File: config.mk
export PLATFORM = sky130hd
export DESIGN_NAME = irq_ctrl
export DESIGN_NICKNAME = d
export VERILOG_FILES = /design/src/pkg/irq_ctrl_pkg.sv /design/src/core/irq_ctrl.sv
export VERILOG_INCLUDE_DIRS = /design/src /design/src/pkg
export SDC_FILE = /design/constraint.sdc
export NUM_CORES = 1
export LEC_CHECK = 0
export ABC_CLOCK_PERIOD_IN_PS = 4500
export BUFFER_PORTS_ARGS = -buffer_cell sky130_fd_sc_hd__buf_4
export CAP_MARGIN = 25
export CORE_ASPECT_RATIO = 0.7
export CORE_MARGIN = 2
export CORE_UTILIZATION = 54
export CTS_BUF_LIST = sky130_fd_sc_hd__clkbuf_2
export DETAILED_ROUTE_END_ITERATION = 8
export PLACE_DENSITY = 0.81
export REMOVE_ABC_BUFFERS = 1
export SYNTH_ARGS = -nofsm -noshare
export SYNTH_HDL_FRONTEND = slang
export SYNTH_SLANG_ARGS = --single-unit
File: constraint.sdc
create_clock -name clk -period 4.5 [get_ports clk]
set_input_delay 0.45 -clock clk [delete_from_list [all_inputs] [get_ports clk]]
set_output_delay 0.45 -clock clk [all_outputs]
set_load 0.01 [all_outputs]
File: src/pkg/irq_ctrl_params.svh
/*
  Register addresses, bit positions and reset values for the interrupt enable,
  priority and flag logic. Assumes an 8-bit special register space.
*/
`ifndef IRQ_CTRL_PARAMS_SVH
`define IRQ_CTRL_PARAMS_SVH
`define ADDR_EXT_FLAGS    8'h91
`define ADDR_EN_MAIN      8'ha8
`define ADDR_PRIO_MAIN    8'hb8
`define ADDR_EXT_CTRL     8'hd8
`define ADDR_EXT_EN       8'he8
`define ADDR_EXT_PRIO     8'hf8
`define BIT_GLOBAL        7
`define BIT_SERIAL1       6
`define BIT_TIMER2        5
`define BIT_SERIAL0       4
`define BIT_TIMER1        3
`define BIT_PIN1          2
`define BIT_TIMER0        1
`define BIT_PIN0          0
`define BIT_FALL5         7
`define BIT_RISE4         6
`define BIT_TWO_WIRE      5
`define BIT_USB           4
`define BIT_EXT_EN_PIN5   3
`define BIT_EXT_EN_PIN4   2
`define BIT_EXT_EN_TWI    1
`define BIT_EXT_EN_USB    0
`define BIT_CTRL_RES_EN   5
`define BIT_CTRL_RES_FLAG 4
`define PRIO_FIXED_ONES   8'h80
`define FLAGS_FIXED_ONES  8'h08
`define FLAGS_MASK        8'hf0
`define CTRL_FIXED_ONES   8'h40
`define CTRL_MASK         8'hb8
`define EXT_FIXED_ONES    8'he0
`define EXT_MASK          8'h1f
`define REG_RESET         8'h00
`define NUM_REQ           12
`endif

File: src/pkg/irq_ctrl_pkg.sv
/*
  Types shared by the interrupt enable, priority and flag logic.
  Assumes the constants header is included alongside.
*/
package irq_ctrl_pkg;
  // Level requests raised by peripherals that own their own flags.
  typedef struct packed {
    logic serial1_tx_flag;
    logic serial1_rx_flag;
    logic timer2_overflow_flag;
    logic timer2_external_flag;
    logic serial0_tx_flag;
    logic serial0_rx_flag;
    logic timer1_overflow_flag;
    logic pin1_req;
    logic timer0_overflow_flag;
    logic pin0_req;
  } periph_req_t;

  // Special register bus access from the core.
  typedef struct packed {
    logic       wr;
    logic [7:0] addr;
    logic [7:0] wdata;
  } sfr_wr_t;
endpackage
File: src/core/irq_ctrl.sv
/*
  Interrupt enable, priority and extended flag registers of the core, with the
  priority-qualified requests and the preemption hint handed to the core.
  Assumes the core presents rd_addr one cycle before it takes rd_data and
  writes registers with a one-cycle strobe; all inputs are synchronous to clk.
  Peripherals hold their request levels until their own flags are cleared.
*/
// Summary of operation
// RULE1: Global gate low masks everything except the resume wakeup request.
// RULE2: Serial port 1 request passes only with its enable set.
// RULE3: Without extended unit, serial 1 enable and priority bits read zero.
// RULE4: Enables and priorities of absent peripherals stay as storage, no effect.
// RULE5: Timer 2 overflow or external flag passes only with timer 2 enable.
// RULE6: Serial port 0 transmit or receive passes only with its enable.
// RULE7: Timer 1 and timer 0 overflow requests gated by their enables.
// RULE8: External pin 1 and pin 0 requests gated by their enables.
// RULE9: Priority top bit and flag bit 3 read one, flag bits 2..0 zero.
// RULE10: Serial 1, timer 2, serial 0 priority bit selects high or low.
// RULE11: Timer 1, pin 1, timer 0, pin 0 priority bit selects high or low.
// RULE12: Falling edge on active-low pin 5 sets its flag.
// RULE13: Rising edge on pin 4 sets its flag.
// RULE14: Two-wire controller request sets the two-wire flag.
// RULE15: USB request sets the USB flag, held until software clears it.
// RULE16: Edge flags are never cleared by hardware; software writes zero.
// RULE17: Writing one to an extended flag raises it like a hardware event.
// RULE18: USB requests pass only with the extended USB enable set.
// RULE19: A running routine is preempted only by strictly higher priority, or by resume.
// RULE20: Request equals flag AND own enable AND global gate, resume exempt.
`timescale 1ns/10ps
`include "irq_ctrl_params.svh"

module irq_ctrl
  import irq_ctrl_pkg::*;
#(
  parameter bit EXT_INTR    = 1'b1,
  parameter bit HAS_SERIAL0 = 1'b1,
  parameter bit HAS_SERIAL1 = 1'b1,
  parameter bit HAS_TIMER2  = 1'b1
)(
  // Clock and reset.
  input  wire logic                 clk,
  input  wire logic                 rst_b,
  // Register access.
  input  wire sfr_wr_t              sfr_wr,
  input  wire logic [7:0]           rd_addr,
  output logic [7:0]                rd_data,
  // Request sources.
  input  wire periph_req_t          periph_req,
  input  wire logic                 irq_pin5_n,
  input  wire logic                 irq_pin4,
  input  wire logic                 two_wire_req,
  input  wire logic                 usb_req,
  input  wire logic                 resume_req,
  // Core handshake: set on vector entry, cleared on return.
  input  wire logic                 enter_high,
  input  wire logic                 enter_low,
  input  wire logic                 return_done,
  // Requests to the core.
  output logic [`NUM_REQ-1:0]       req_high,
  output logic [`NUM_REQ-1:0]       req_low,
  output logic                      preempt_req
);

  // One-hot service levels of the routine the core is running.
  typedef enum logic [2:0] {
    LVL_IDLE = 3'b001,
    LVL_LOW  = 3'b010,
    LVL_HIGH = 3'b100
  } level_t;

  logic [7:0]           en_main_reg;
  logic [7:0]           prio_main_reg;
  logic [7:0]           ext_en_reg;
  logic [7:0]           ext_prio_reg;
  logic [7:0]           ext_ctrl_reg;
  logic [7:0]           ext_flags_reg;
  logic [7:0]           ext_flags_next;
  logic                 pin5_last_reg;
  logic                 pin4_last_reg;
  logic [`NUM_REQ-1:0]  src_flag;
  logic [`NUM_REQ-1:0]  src_en;
  logic [`NUM_REQ-1:0]  src_prio;
  logic [`NUM_REQ-1:0]  gated;
  logic [`NUM_REQ-1:0]  req_high_next;
  logic [`NUM_REQ-1:0]  req_low_next;
  logic [7:0]           rd_next;
  logic                 preempt_next;
  level_t               level_reg;
  level_t               level_next;

  // Write decode shared by every register.
  logic wr_en_main;
  logic wr_prio_main;
  logic wr_ext_en;
  logic wr_ext_prio;
  logic wr_ext_ctrl;
  logic wr_ext_flags;
  assign wr_en_main   = sfr_wr.wr && (sfr_wr.addr == `ADDR_EN_MAIN);
  assign wr_prio_main = sfr_wr.wr && (sfr_wr.addr == `ADDR_PRIO_MAIN);
  assign wr_ext_en    = sfr_wr.wr && (sfr_wr.addr == `ADDR_EXT_EN);
  assign wr_ext_prio  = sfr_wr.wr && (sfr_wr.addr == `ADDR_EXT_PRIO);
  assign wr_ext_ctrl  = sfr_wr.wr && (sfr_wr.addr == `ADDR_EXT_CTRL);
  assign wr_ext_flags = sfr_wr.wr && (sfr_wr.addr == `ADDR_EXT_FLAGS);

  // Enable and priority storage; bits of absent peripherals are still kept.
  always_ff @(posedge clk or negedge rst_b)
  begin
    if (!rst_b)
    begin
      en_main_reg   <= `REG_RESET;
      prio_main_reg <= `REG_RESET;
      ext_en_reg    <= `REG_RESET;
      ext_prio_reg  <= `REG_RESET;
    end
    else
    begin
      if (wr_en_main)
        en_main_reg <= sfr_wr.wdata; // see RULE4
      if (wr_prio_main)
        prio_main_reg <= sfr_wr.wdata;
      if (wr_ext_en)
        ext_en_reg <= sfr_wr.wdata & `EXT_MASK;
      if (wr_ext_prio)
        ext_prio_reg <= sfr_wr.wdata & `EXT_MASK;
    end
  end

  // Resume control: enable bit and sticky flag, hardware set wins over clear.
  // A same-cycle write cannot lose a wakeup: the event is ORed into the value.
  always_ff @(posedge clk or negedge rst_b)
  begin
    if (!rst_b)
      ext_ctrl_reg <= `REG_RESET;
    else if (wr_ext_ctrl)
      ext_ctrl_reg <= (sfr_wr.wdata & `CTRL_MASK) | ({7'h00, resume_req} << `BIT_CTRL_RES_FLAG);
    else if (resume_req)
      ext_ctrl_reg[`BIT_CTRL_RES_FLAG] <= 1'b1;
  end

  // Extended flags: software write first, hardware events then OR in, so an
  // event landing on a clearing write is never lost.
  always_comb
  begin
    ext_flags_next = ext_flags_reg;
    if (wr_ext_flags)
      ext_flags_next = sfr_wr.wdata & `FLAGS_MASK; // see RULE16 see RULE17
    if (pin5_last_reg && !irq_pin5_n)
      ext_flags_next[`BIT_FALL5] = 1'b1; // see RULE12
    if (!pin4_last_reg && irq_pin4)
      ext_flags_next[`BIT_RISE4] = 1'b1; // see RULE13
    if (two_wire_req)
      ext_flags_next[`BIT_TWO_WIRE] = 1'b1; // see RULE14
    if (usb_req)
      ext_flags_next[`BIT_USB] = 1'b1; // see RULE15
  end

  // Pin history starts idle so reset release alone does not fake an edge.
  always_ff @(posedge clk or negedge rst_b)
  begin
    if (!rst_b)
    begin
      ext_flags_reg <= `REG_RESET;
      pin5_last_reg <= 1'b1;
      pin4_last_reg <= 1'b0;
    end
    else
    begin
      ext_flags_reg <= ext_flags_next;
      pin5_last_reg <= irq_pin5_n;
      pin4_last_reg <= irq_pin4;
    end
  end

  // Source vector: index 0 is resume, then the main sources, then extended.
  assign src_flag = {
    ext_flags_reg[`BIT_FALL5], ext_flags_reg[`BIT_RISE4],
    ext_flags_reg[`BIT_TWO_WIRE], ext_flags_reg[`BIT_USB],
    periph_req.serial1_tx_flag | periph_req.serial1_rx_flag,           // see RULE2
    periph_req.timer2_overflow_flag | periph_req.timer2_external_flag, // see RULE5
    periph_req.serial0_tx_flag | periph_req.serial0_rx_flag,           // see RULE6
    periph_req.timer1_overflow_flag, periph_req.pin1_req,
    periph_req.timer0_overflow_flag, periph_req.pin0_req,
    ext_ctrl_reg[`BIT_CTRL_RES_FLAG]};

  // Enables; absent modules have their gate forced off. Forcing the gate rather
  // than the stored bit keeps readback of absent modules, except serial 1 bits without the extended unit, which read zero.
  assign src_en = {
    EXT_INTR & ext_en_reg[`BIT_EXT_EN_PIN5], EXT_INTR & ext_en_reg[`BIT_EXT_EN_PIN4],
    EXT_INTR & ext_en_reg[`BIT_EXT_EN_TWI],
    EXT_INTR & ext_en_reg[`BIT_EXT_EN_USB], // see RULE18
    EXT_INTR & HAS_SERIAL1 & en_main_reg[`BIT_SERIAL1], // see RULE4
    HAS_TIMER2 & en_main_reg[`BIT_TIMER2],
    HAS_SERIAL0 & en_main_reg[`BIT_SERIAL0],
    en_main_reg[`BIT_TIMER1], en_main_reg[`BIT_PIN1], // see RULE7 see RULE8
    en_main_reg[`BIT_TIMER0], en_main_reg[`BIT_PIN0],
    ext_ctrl_reg[`BIT_CTRL_RES_EN]};

  // Priorities; resume has no priority bit and always sits at the high level.
  assign src_prio = {
    ext_prio_reg[`BIT_EXT_EN_PIN5], ext_prio_reg[`BIT_EXT_EN_PIN4],
    ext_prio_reg[`BIT_EXT_EN_TWI], ext_prio_reg[`BIT_EXT_EN_USB],
    prio_main_reg[`BIT_SERIAL1:`BIT_PIN0], 1'b1};

  // Each source is gated by its own enable and, except resume, the global gate.
  genvar gi;
  generate
    for (gi = 0; gi < `NUM_REQ; gi = gi + 1)
    begin : g_gate
      if (gi == 0)
      begin : g_resume
        assign gated[gi] = src_flag[gi] & src_en[gi]; // see RULE1 see RULE20
      end
      else
      begin : g_norm
        assign gated[gi] = src_flag[gi] & src_en[gi] & en_main_reg[`BIT_GLOBAL]; // see RULE20
      end
      assign req_high_next[gi] = gated[gi] & src_prio[gi];  // see RULE10 see RULE11
      assign req_low_next[gi]  = gated[gi] & ~src_prio[gi]; // see RULE10 see RULE11
    end
  endgenerate

  // Service level tracking; only resume preempts a high-level routine.
  // There is no nesting stack: a return always drops to idle, so a low routine
  // that was preempted is not tracked again at the low level after the return.
  always_comb
  begin
    level_next = level_reg;
    if (return_done)
      level_next = LVL_IDLE;
    else if (enter_high)
      level_next = LVL_HIGH;
    else if (enter_low && level_reg == LVL_IDLE)
      level_next = LVL_LOW;
  end

  // Preemption hint: only a strictly higher request counts, plus resume at the high level.
  always_comb
  begin
    preempt_next = 1'b0;
    unique case (level_reg)
      LVL_IDLE: preempt_next = |gated;
      LVL_LOW:  preempt_next = |req_high_next[`NUM_REQ-1:1] | gated[0]; // see RULE19
      LVL_HIGH: preempt_next = gated[0]; // see RULE19
      default:  preempt_next = 1'b0; // A corrupted level code never preempts.
    endcase
  end

  // Read mux with fixed bits. The result is registered, which costs a cycle of
  // read latency but keeps the decode out of the core's own timing path.
  always_comb
  begin
    rd_next = `REG_RESET;
    unique case (rd_addr)
      `ADDR_EN_MAIN:
        rd_next = {en_main_reg[`BIT_GLOBAL], en_main_reg[`BIT_SERIAL1] & EXT_INTR,
                   en_main_reg[`BIT_TIMER2:`BIT_PIN0]}; // see RULE3
      `ADDR_PRIO_MAIN:
        rd_next = `PRIO_FIXED_ONES | {1'b0, prio_main_reg[`BIT_SERIAL1] & EXT_INTR,
                   prio_main_reg[`BIT_TIMER2:`BIT_PIN0]}; // see RULE3 see RULE9
      `ADDR_EXT_FLAGS:
        rd_next = `FLAGS_FIXED_ONES | ext_flags_reg; // see RULE9
      `ADDR_EXT_CTRL:
        rd_next = `CTRL_FIXED_ONES | ext_ctrl_reg;
      `ADDR_EXT_EN:
        rd_next = `EXT_FIXED_ONES | ext_en_reg;
      `ADDR_EXT_PRIO:
        rd_next = `EXT_FIXED_ONES | ext_prio_reg;
      default:
        rd_next = `REG_RESET;
    endcase
  end

  // Registered requests and hint; requests lag their cause by one cycle.
  always_ff @(posedge clk or negedge rst_b)
  begin
    if (!rst_b)
    begin
      req_high    <= '0;
      req_low     <= '0;
      preempt_req <= 1'b0;
    end
    else
    begin
      req_high    <= req_high_next;
      req_low     <= req_low_next;
      preempt_req <= preempt_next;
    end
  end

  // Registered read data; it shows the register addressed one cycle earlier.
  always_ff @(posedge clk or negedge rst_b)
  begin
    if (!rst_b)
      rd_data <= `REG_RESET;
    else
      rd_data <= rd_next;
  end

  // Service level register, moved only by the core's entry and return pulses.
  always_ff @(posedge clk or negedge rst_b)
  begin
    if (!rst_b)
      level_reg <= LVL_IDLE;
    else
      level_reg <= level_next;
  end

endmodule

==> reports/qor.yml, run 1 <==
clock_tree:
  cts_tree: "done"
  cts_sinks: 70
  clk_latency_ns: 0.51
  cts_buffers: 9
  clkTransAtPathRegs_ns: 0.19
  h-tree-depth: 3
  cts_root_buf: "clkbuf_2"
  cts_setup_buffers: 0
  clockBufferDepth: 2
synthesis:
  synth_largest_area_cell: "dfrtp_1"
  yosysSeqAreaShare: 0.580
  synth-async-reset-ratio: 1.00
  ys_seq_elements: 70
  synth_flop_cell: "dfrtp_1"
  synthTopCellsByArea: "dfrtp_1 56%, mux2_2 11%, mux2i_1 3.0%"
  synth_edf_count: 0
  ys_types: 49
  syn_area_sq_um: 3020
  netlist_instances: 240
  syn_avg_cell_area_sq_um: 12.6
  synth_top_area_frac: 0.563
  yosys_warnings: 0
setup_path:
  cp_num_cells: 4
  worstSetupEndpointType: "flip-flop"
  crit_chain: "and4_1, or4_1, nor3_1, o32ai_1"
  worstSetupPathType: "reg2reg"
  reg2reg_depth: 4
  max_stage_delay_ns: 0.68
  crit_family: "simple AND/OR/NAND/NOR gates"
  cp-start-kind: "flip-flop"
  timing.rr.start: "en_main_reg[7]"
  cp_max_fo: 25
  arrival_ns: 2.36
  crit_required_ns: 4.89
  critPathSlowestCell: "dfrtp_1"
  crit_start: "en_main_reg[7]"
  crit_buf_inv: 0
floorplan:
  die_w_microns: 93.4
  rows: 22
  start_util: 0.569
  core_area_sq_um: 5310
  pin_count: 78
  die_h_microns: 66.6
  die_area_sq_um: 6220
pwr:
  design_power_total_w: 0.00111
  power_density_nw_per_um2: 295
  vdd_drop_max_mv: 0.174
  p_leak_nw: 1.93
sta:
  worst_pin_slew_ns: 0.829
  finalSetupViolCount: 0
  slew_headroom: 0.447
  tns_ns: 0
  min_period_ns: 1.98
  max_freq_mhz: 506
  post-route-period-util: 0.439
  finalHoldViolCount: 0
  finClkSkew_ns: 0.0258
  rsz0062_at_grt: "no"
  drv_slew: 0
final_layout:
  largest_register_ffs: 12
  regMostFlops: "req_high"
  nNetsFinal: 364
  drive_gt1_frac: 0.398
  fillers: 394
  mostFrequentLayoutCell: "buf_4"
  final_cell_mix: "76 x buf_4, 68 x dfrtp_1, 29 x mux2_2"
  areaGrowthSynthToFinish_pct: 24.5
  reg.largest.list: "req_high x12, req_low x11"
  regArea_sq_um: 1750
  antennaDiodeCount: 0
  multi_input_area_sq_um: 1190
global_route:
  grt_overflow_total: 0
  grt_pass1_vias: 2119
  grt_first_pass_wirelength_mm: 10.9
  grt_use_total: 0.240
  antenna_found_initial: 0
  grt_max_degree: 71
placement:
  place_hpwl_mm: 5.03
  gp_congestion: 0.832
  io_buffer_count: 76
route:
  ant_nets: 0
  drt-initial-drc-count: 248
  dr.pass1.iters: 5
  drc: 0
  post_drt_wl_per_cell_microns: 17.2
  routed-via-count: 2304
  drt-total-wl_mm: 6.80
  drt-vias-per-instance: 5.82
status:
  status: "finished clean"
job:
  drv_cap: 0
hold_path:
  hold_class: "in2async"
-- report_power, final --
group	total (W)	switching, W	internal, W
clock network	0.000344	0.000215	0.000129
logic	0.000103	0.0000504	0.0000522
registers	0.000664	0.0000173	0.000646
total	0.00111	0.000283	0.000827
-- synthesized netlist by cell type (4+ instances only) --
cell type and count:
a21oi_1 4, a22oi_1 4, and4_1 8, clkbuf_1 6, dfrtp_1 68, inv_1 9, mux2_2 29, mux2i_1 9
nand2_1 8, nand3_1 9, nor2_1 14, nor2b_1 4, nor3_1 4, o21ai_0 4, o22ai_1 4
-- path summary, 6_finish.rpt --
kind,endpoint,slack [ns]
min in group clk,pin5_last_reg,0.05
worst min register to register,ext_flags_reg[6],0.44
worst min-delay path,ext_prio_reg[1],0.01
worst max-delay path,preempt_req,2.52
max in group asynchronous,ext_prio_reg[4],3.94
worst max register to register,preempt_req,2.52
-- through the flow --
step / hold WS, ns / utilization / instances / worst slack, ns / instance area [sq um]
3_3_place_gp: 0.405 / 0.686 / 379 / 2.51 / 3640
4_1_cts: 0.00634 / 0.707 / 395 / 2.53 / 3750
2_1_floorplan: 0.154 / - / 231 / 2.76 / 2980
3_5_place_dp: 0.420 / 0.686 / 379 / 2.46 / 3640
5_1_grt: 0.00130 / 0.709 / 396 / 2.45 / 3760
6_report: 0.0105 / 0.709 / 396 / 2.52 / 3760
-- worst register-to-register path, cell delays in order, from the launching register on --
cell     delay (ns)
dfrtp_1        0.68
and4_1         0.32
or4_1          0.56
nor3_1         0.20
o32ai_1        0.10
-- repair_timing --
action | in CTS | in global routing
gates resized for setup | 0 | 0
hold buffers | 0 | 1
endpoints found under the hold margin | 0 | 1
-- layout make-up --
| cell class | count | share of cell area |
|---|---|---|
| Inverter | 9 | 0.00897 |
| Tap cell | 72 | 0.0239 |
| Timing Repair Buffer | 77 | 0.154 |
| Clock buffer | 10 | 0.0133 |
| Sequential cell | 70 | 0.466 |
| Multi-Input combinational cell | 152 | 0.317 |
| Clock inverter | 6 | 0.0163 |
-- metal layers --
metal | track usage | wire (microns) | vias to the layer above
li1 | - | - | 1056
met1 | 0.333 | 3020 | 1124
met2 | 0.371 | 3170 | 117
met3 | 0.0690 | 570 | 7
met4 | 0.0717 | 44 | 0
met5 | 0 | 0 | -
-- cell families (layout without fill, tap and decap cells) --
logic type,count (synthesis),count (layout),share of synthesized area
AO/OA/AOI/OAI,37,37,0.0886
AND/OR/NAND/NOR,75,75,0.160
other,1,1,0.00124
multiplexers,39,39,0.145
flip-flops,70,70,0.580
buffers and inverters,18,102,0.0244
(Power assumes the default switching activity.)
==> inputs of run 2 (changes only) <==
--- a/config.mk
+++ b/config.mk
@@ -6,7 +6,7 @@
 export SDC_FILE = /design/constraint.sdc
 export NUM_CORES = 1
 export LEC_CHECK = 0
-export ABC_CLOCK_PERIOD_IN_PS = 4500
+export ABC_CLOCK_PERIOD_IN_PS = 2000
 export BUFFER_PORTS_ARGS = -buffer_cell sky130_fd_sc_hd__buf_4
 export CAP_MARGIN = 25
 export CORE_ASPECT_RATIO = 0.7
==> constraint.sdc (replaced) <==
create_clock -name clk -period 2 [get_ports clk]
set_input_delay 0.2 -clock clk [delete_from_list [all_inputs] [get_ports clk]]
set_output_delay 0.2 -clock clk [all_outputs]
set_load 0.01 [all_outputs]
==> reports/qor.yml, run 2 (synthesized netlist as in run 1, its figures left out) <==
sta:
  finalHoldViolCount: 0
  post-route-period-util: 0.896
  max_freq_mhz: 558
  rsz0062_at_grt: "no"
  finClkSkew_ns: 0.0236
  min_period_ns: 1.79
  finalSetupViolCount: 0
  drv_slew: 0
  tns_ns: 0
final_layout:
  areaGrowthSynthToFinish_pct: 37.6
  multi_input_area_sq_um: 1190
  fin_cells: 436
  fillers: 334
  regArea_sq_um: 1750
  reg.largest.list: "req_high x12, req_low x11"
  regMostFlops: "req_high"
  mostFrequentLayoutCell: "buf_4"
  antennaDiodeCount: 0
  drive_gt1_frac: 0.382
  final_cell_mix: "83 x buf_4, 68 x dfrtp_1, 33 x dlygate4sd3_1"
  stdcell_area_sq_um: 4160
  largest_register_ffs: 12
  nNetsFinal: 404
global_route:
  grt_first_pass_wirelength_mm: 12.3
  grt_use_total: 0.276
  grt_pass1_vias: 2398
  grt_max_degree: 37
  antenna_found_initial: 0
  grt_overflow_total: 0
clock_tree:
  cts_setup_buffers: 0
  cts_sinks: 70
  cts_tree: "done"
  cts_root_buf: "clkbuf_2"
  cts_buffers: 9
  cts_hold_buf: 33
  clkTransAtPathRegs_ns: 0.18
  clockBufferDepth: 2
  clk_latency_ns: 0.51
  h-tree-depth: 3
  cts_resized: 0
route:
  post_drt_wl_per_cell_microns: 17.7
  routed-via-count: 2480
  wl_met2_mm: 3.58
  drt-vias-per-instance: 5.69
  wl_met1_mm: 3.34
  dr.pass1.iters: 4
  dr_wl_met3_microns: 691
  highest_layer: "met4"
  drt-total-wl_mm: 7.71
  drt-initial-drc-count: 208
  drc: 0
  ant_nets: 0
floorplan:
  die_w_microns: 93.4
  rows: 22
  pin_count: 78
  die_h_microns: 66.6
  die_area_sq_um: 6220
  core_area_sq_um: 5310
  start_util: 0.569
setup_path:
  crit_required_ns: 2.40
  cp-start-kind: "flip-flop"
  cp_max_fo: 18
  worstSetupEndpointType: "flip-flop"
  worstSetupPathType: "reg2reg"
  arrival_ns: 2.19
job:
  drv_cap: 0
pwr:
  vdd_drop_max_mv: 0.440
  power_density_nw_per_um2: 616
  p_leak_nw: 2.10
placement:
  place_hpwl_mm: 5.38
  io_buffer_count: 76
  place_inst: 387
  gp_congestion: 0.910
  dpl_cell_area_sq_um: 3720
status:
  status: "finished clean"
hold_path:
  hold_class: "in2reg"
run 2: worst paths after layout:
| kind | from | slack (ns) | depth (start not counted) | end |
|---|---|---|---|---|
| max | en_main_reg[7] | 0.21 | 4 | preempt_req |
| min | periph_req[4] | 0.04 | 3 | req_low[5] |
| max reg2reg | en_main_reg[7] | 0.21 | 4 | preempt_req |
| min reg2reg | pin4_last_reg | 0.46 | 1 | ext_flags_reg[6] |
| max in group asynchronous | rst_b | 1.28 | 3 | pin5_last_reg |
| min in group asynchronous | rst_b | 0.14 | 2 | ext_en_reg[1] |
run 2: where the power goes:
part / internal, W / total [W] / switching [W]
clock: 0.000292 / 0.000784 / 0.000492
sequential: 0.00145 / 0.00149 / 0.0000372
combinational: 0.000158 / 0.000285 / 0.000127
run 2: area by class of cell:
type	count	area share
well taps	72	0.0217
repair buffers	117	0.234
clock inverters	6	0.0150
inverters	9	0.00812
multi-input cells	152	0.287
flip-flops and latches	70	0.422
clock buffers	10	0.0120
run 2: per-stage QoR:
| stage | total power [W] | setup slack, ns | hold slack, ns | utilization |
|---|---|---|---|---|
| detailed placement | 0.00176 | 0.231 | 0.181 | 0.699 |
| CTS | 0.00257 | 0.225 | 0.00321 | 0.783 |
| floorplan | 0.00159 | 0.327 | -0.0956 | - |
| global route | 0.00269 | 0.116 | 0.0114 | 0.783 |
| global placement | 0.00175 | 0.268 | 0.184 | 0.699 |
| finish | 0.00256 | 0.209 | 0.0445 | 0.783 |
run 2: per-layer routing:
layer / vias to the layer above / track usage
li1: 1128 / -
met1: 1237 / 0.390
met2: 104 / 0.416
met3: 11 / 0.0848
met4: 0 / 0.0809
met5: - / 0
run 2: critical path: stages, from the launching register on:
cell and delay (ns):
dfrtp_1 0.57, and4_1 0.24, or4_1 0.56, nor3_1 0.22, o32ai_1 0.11
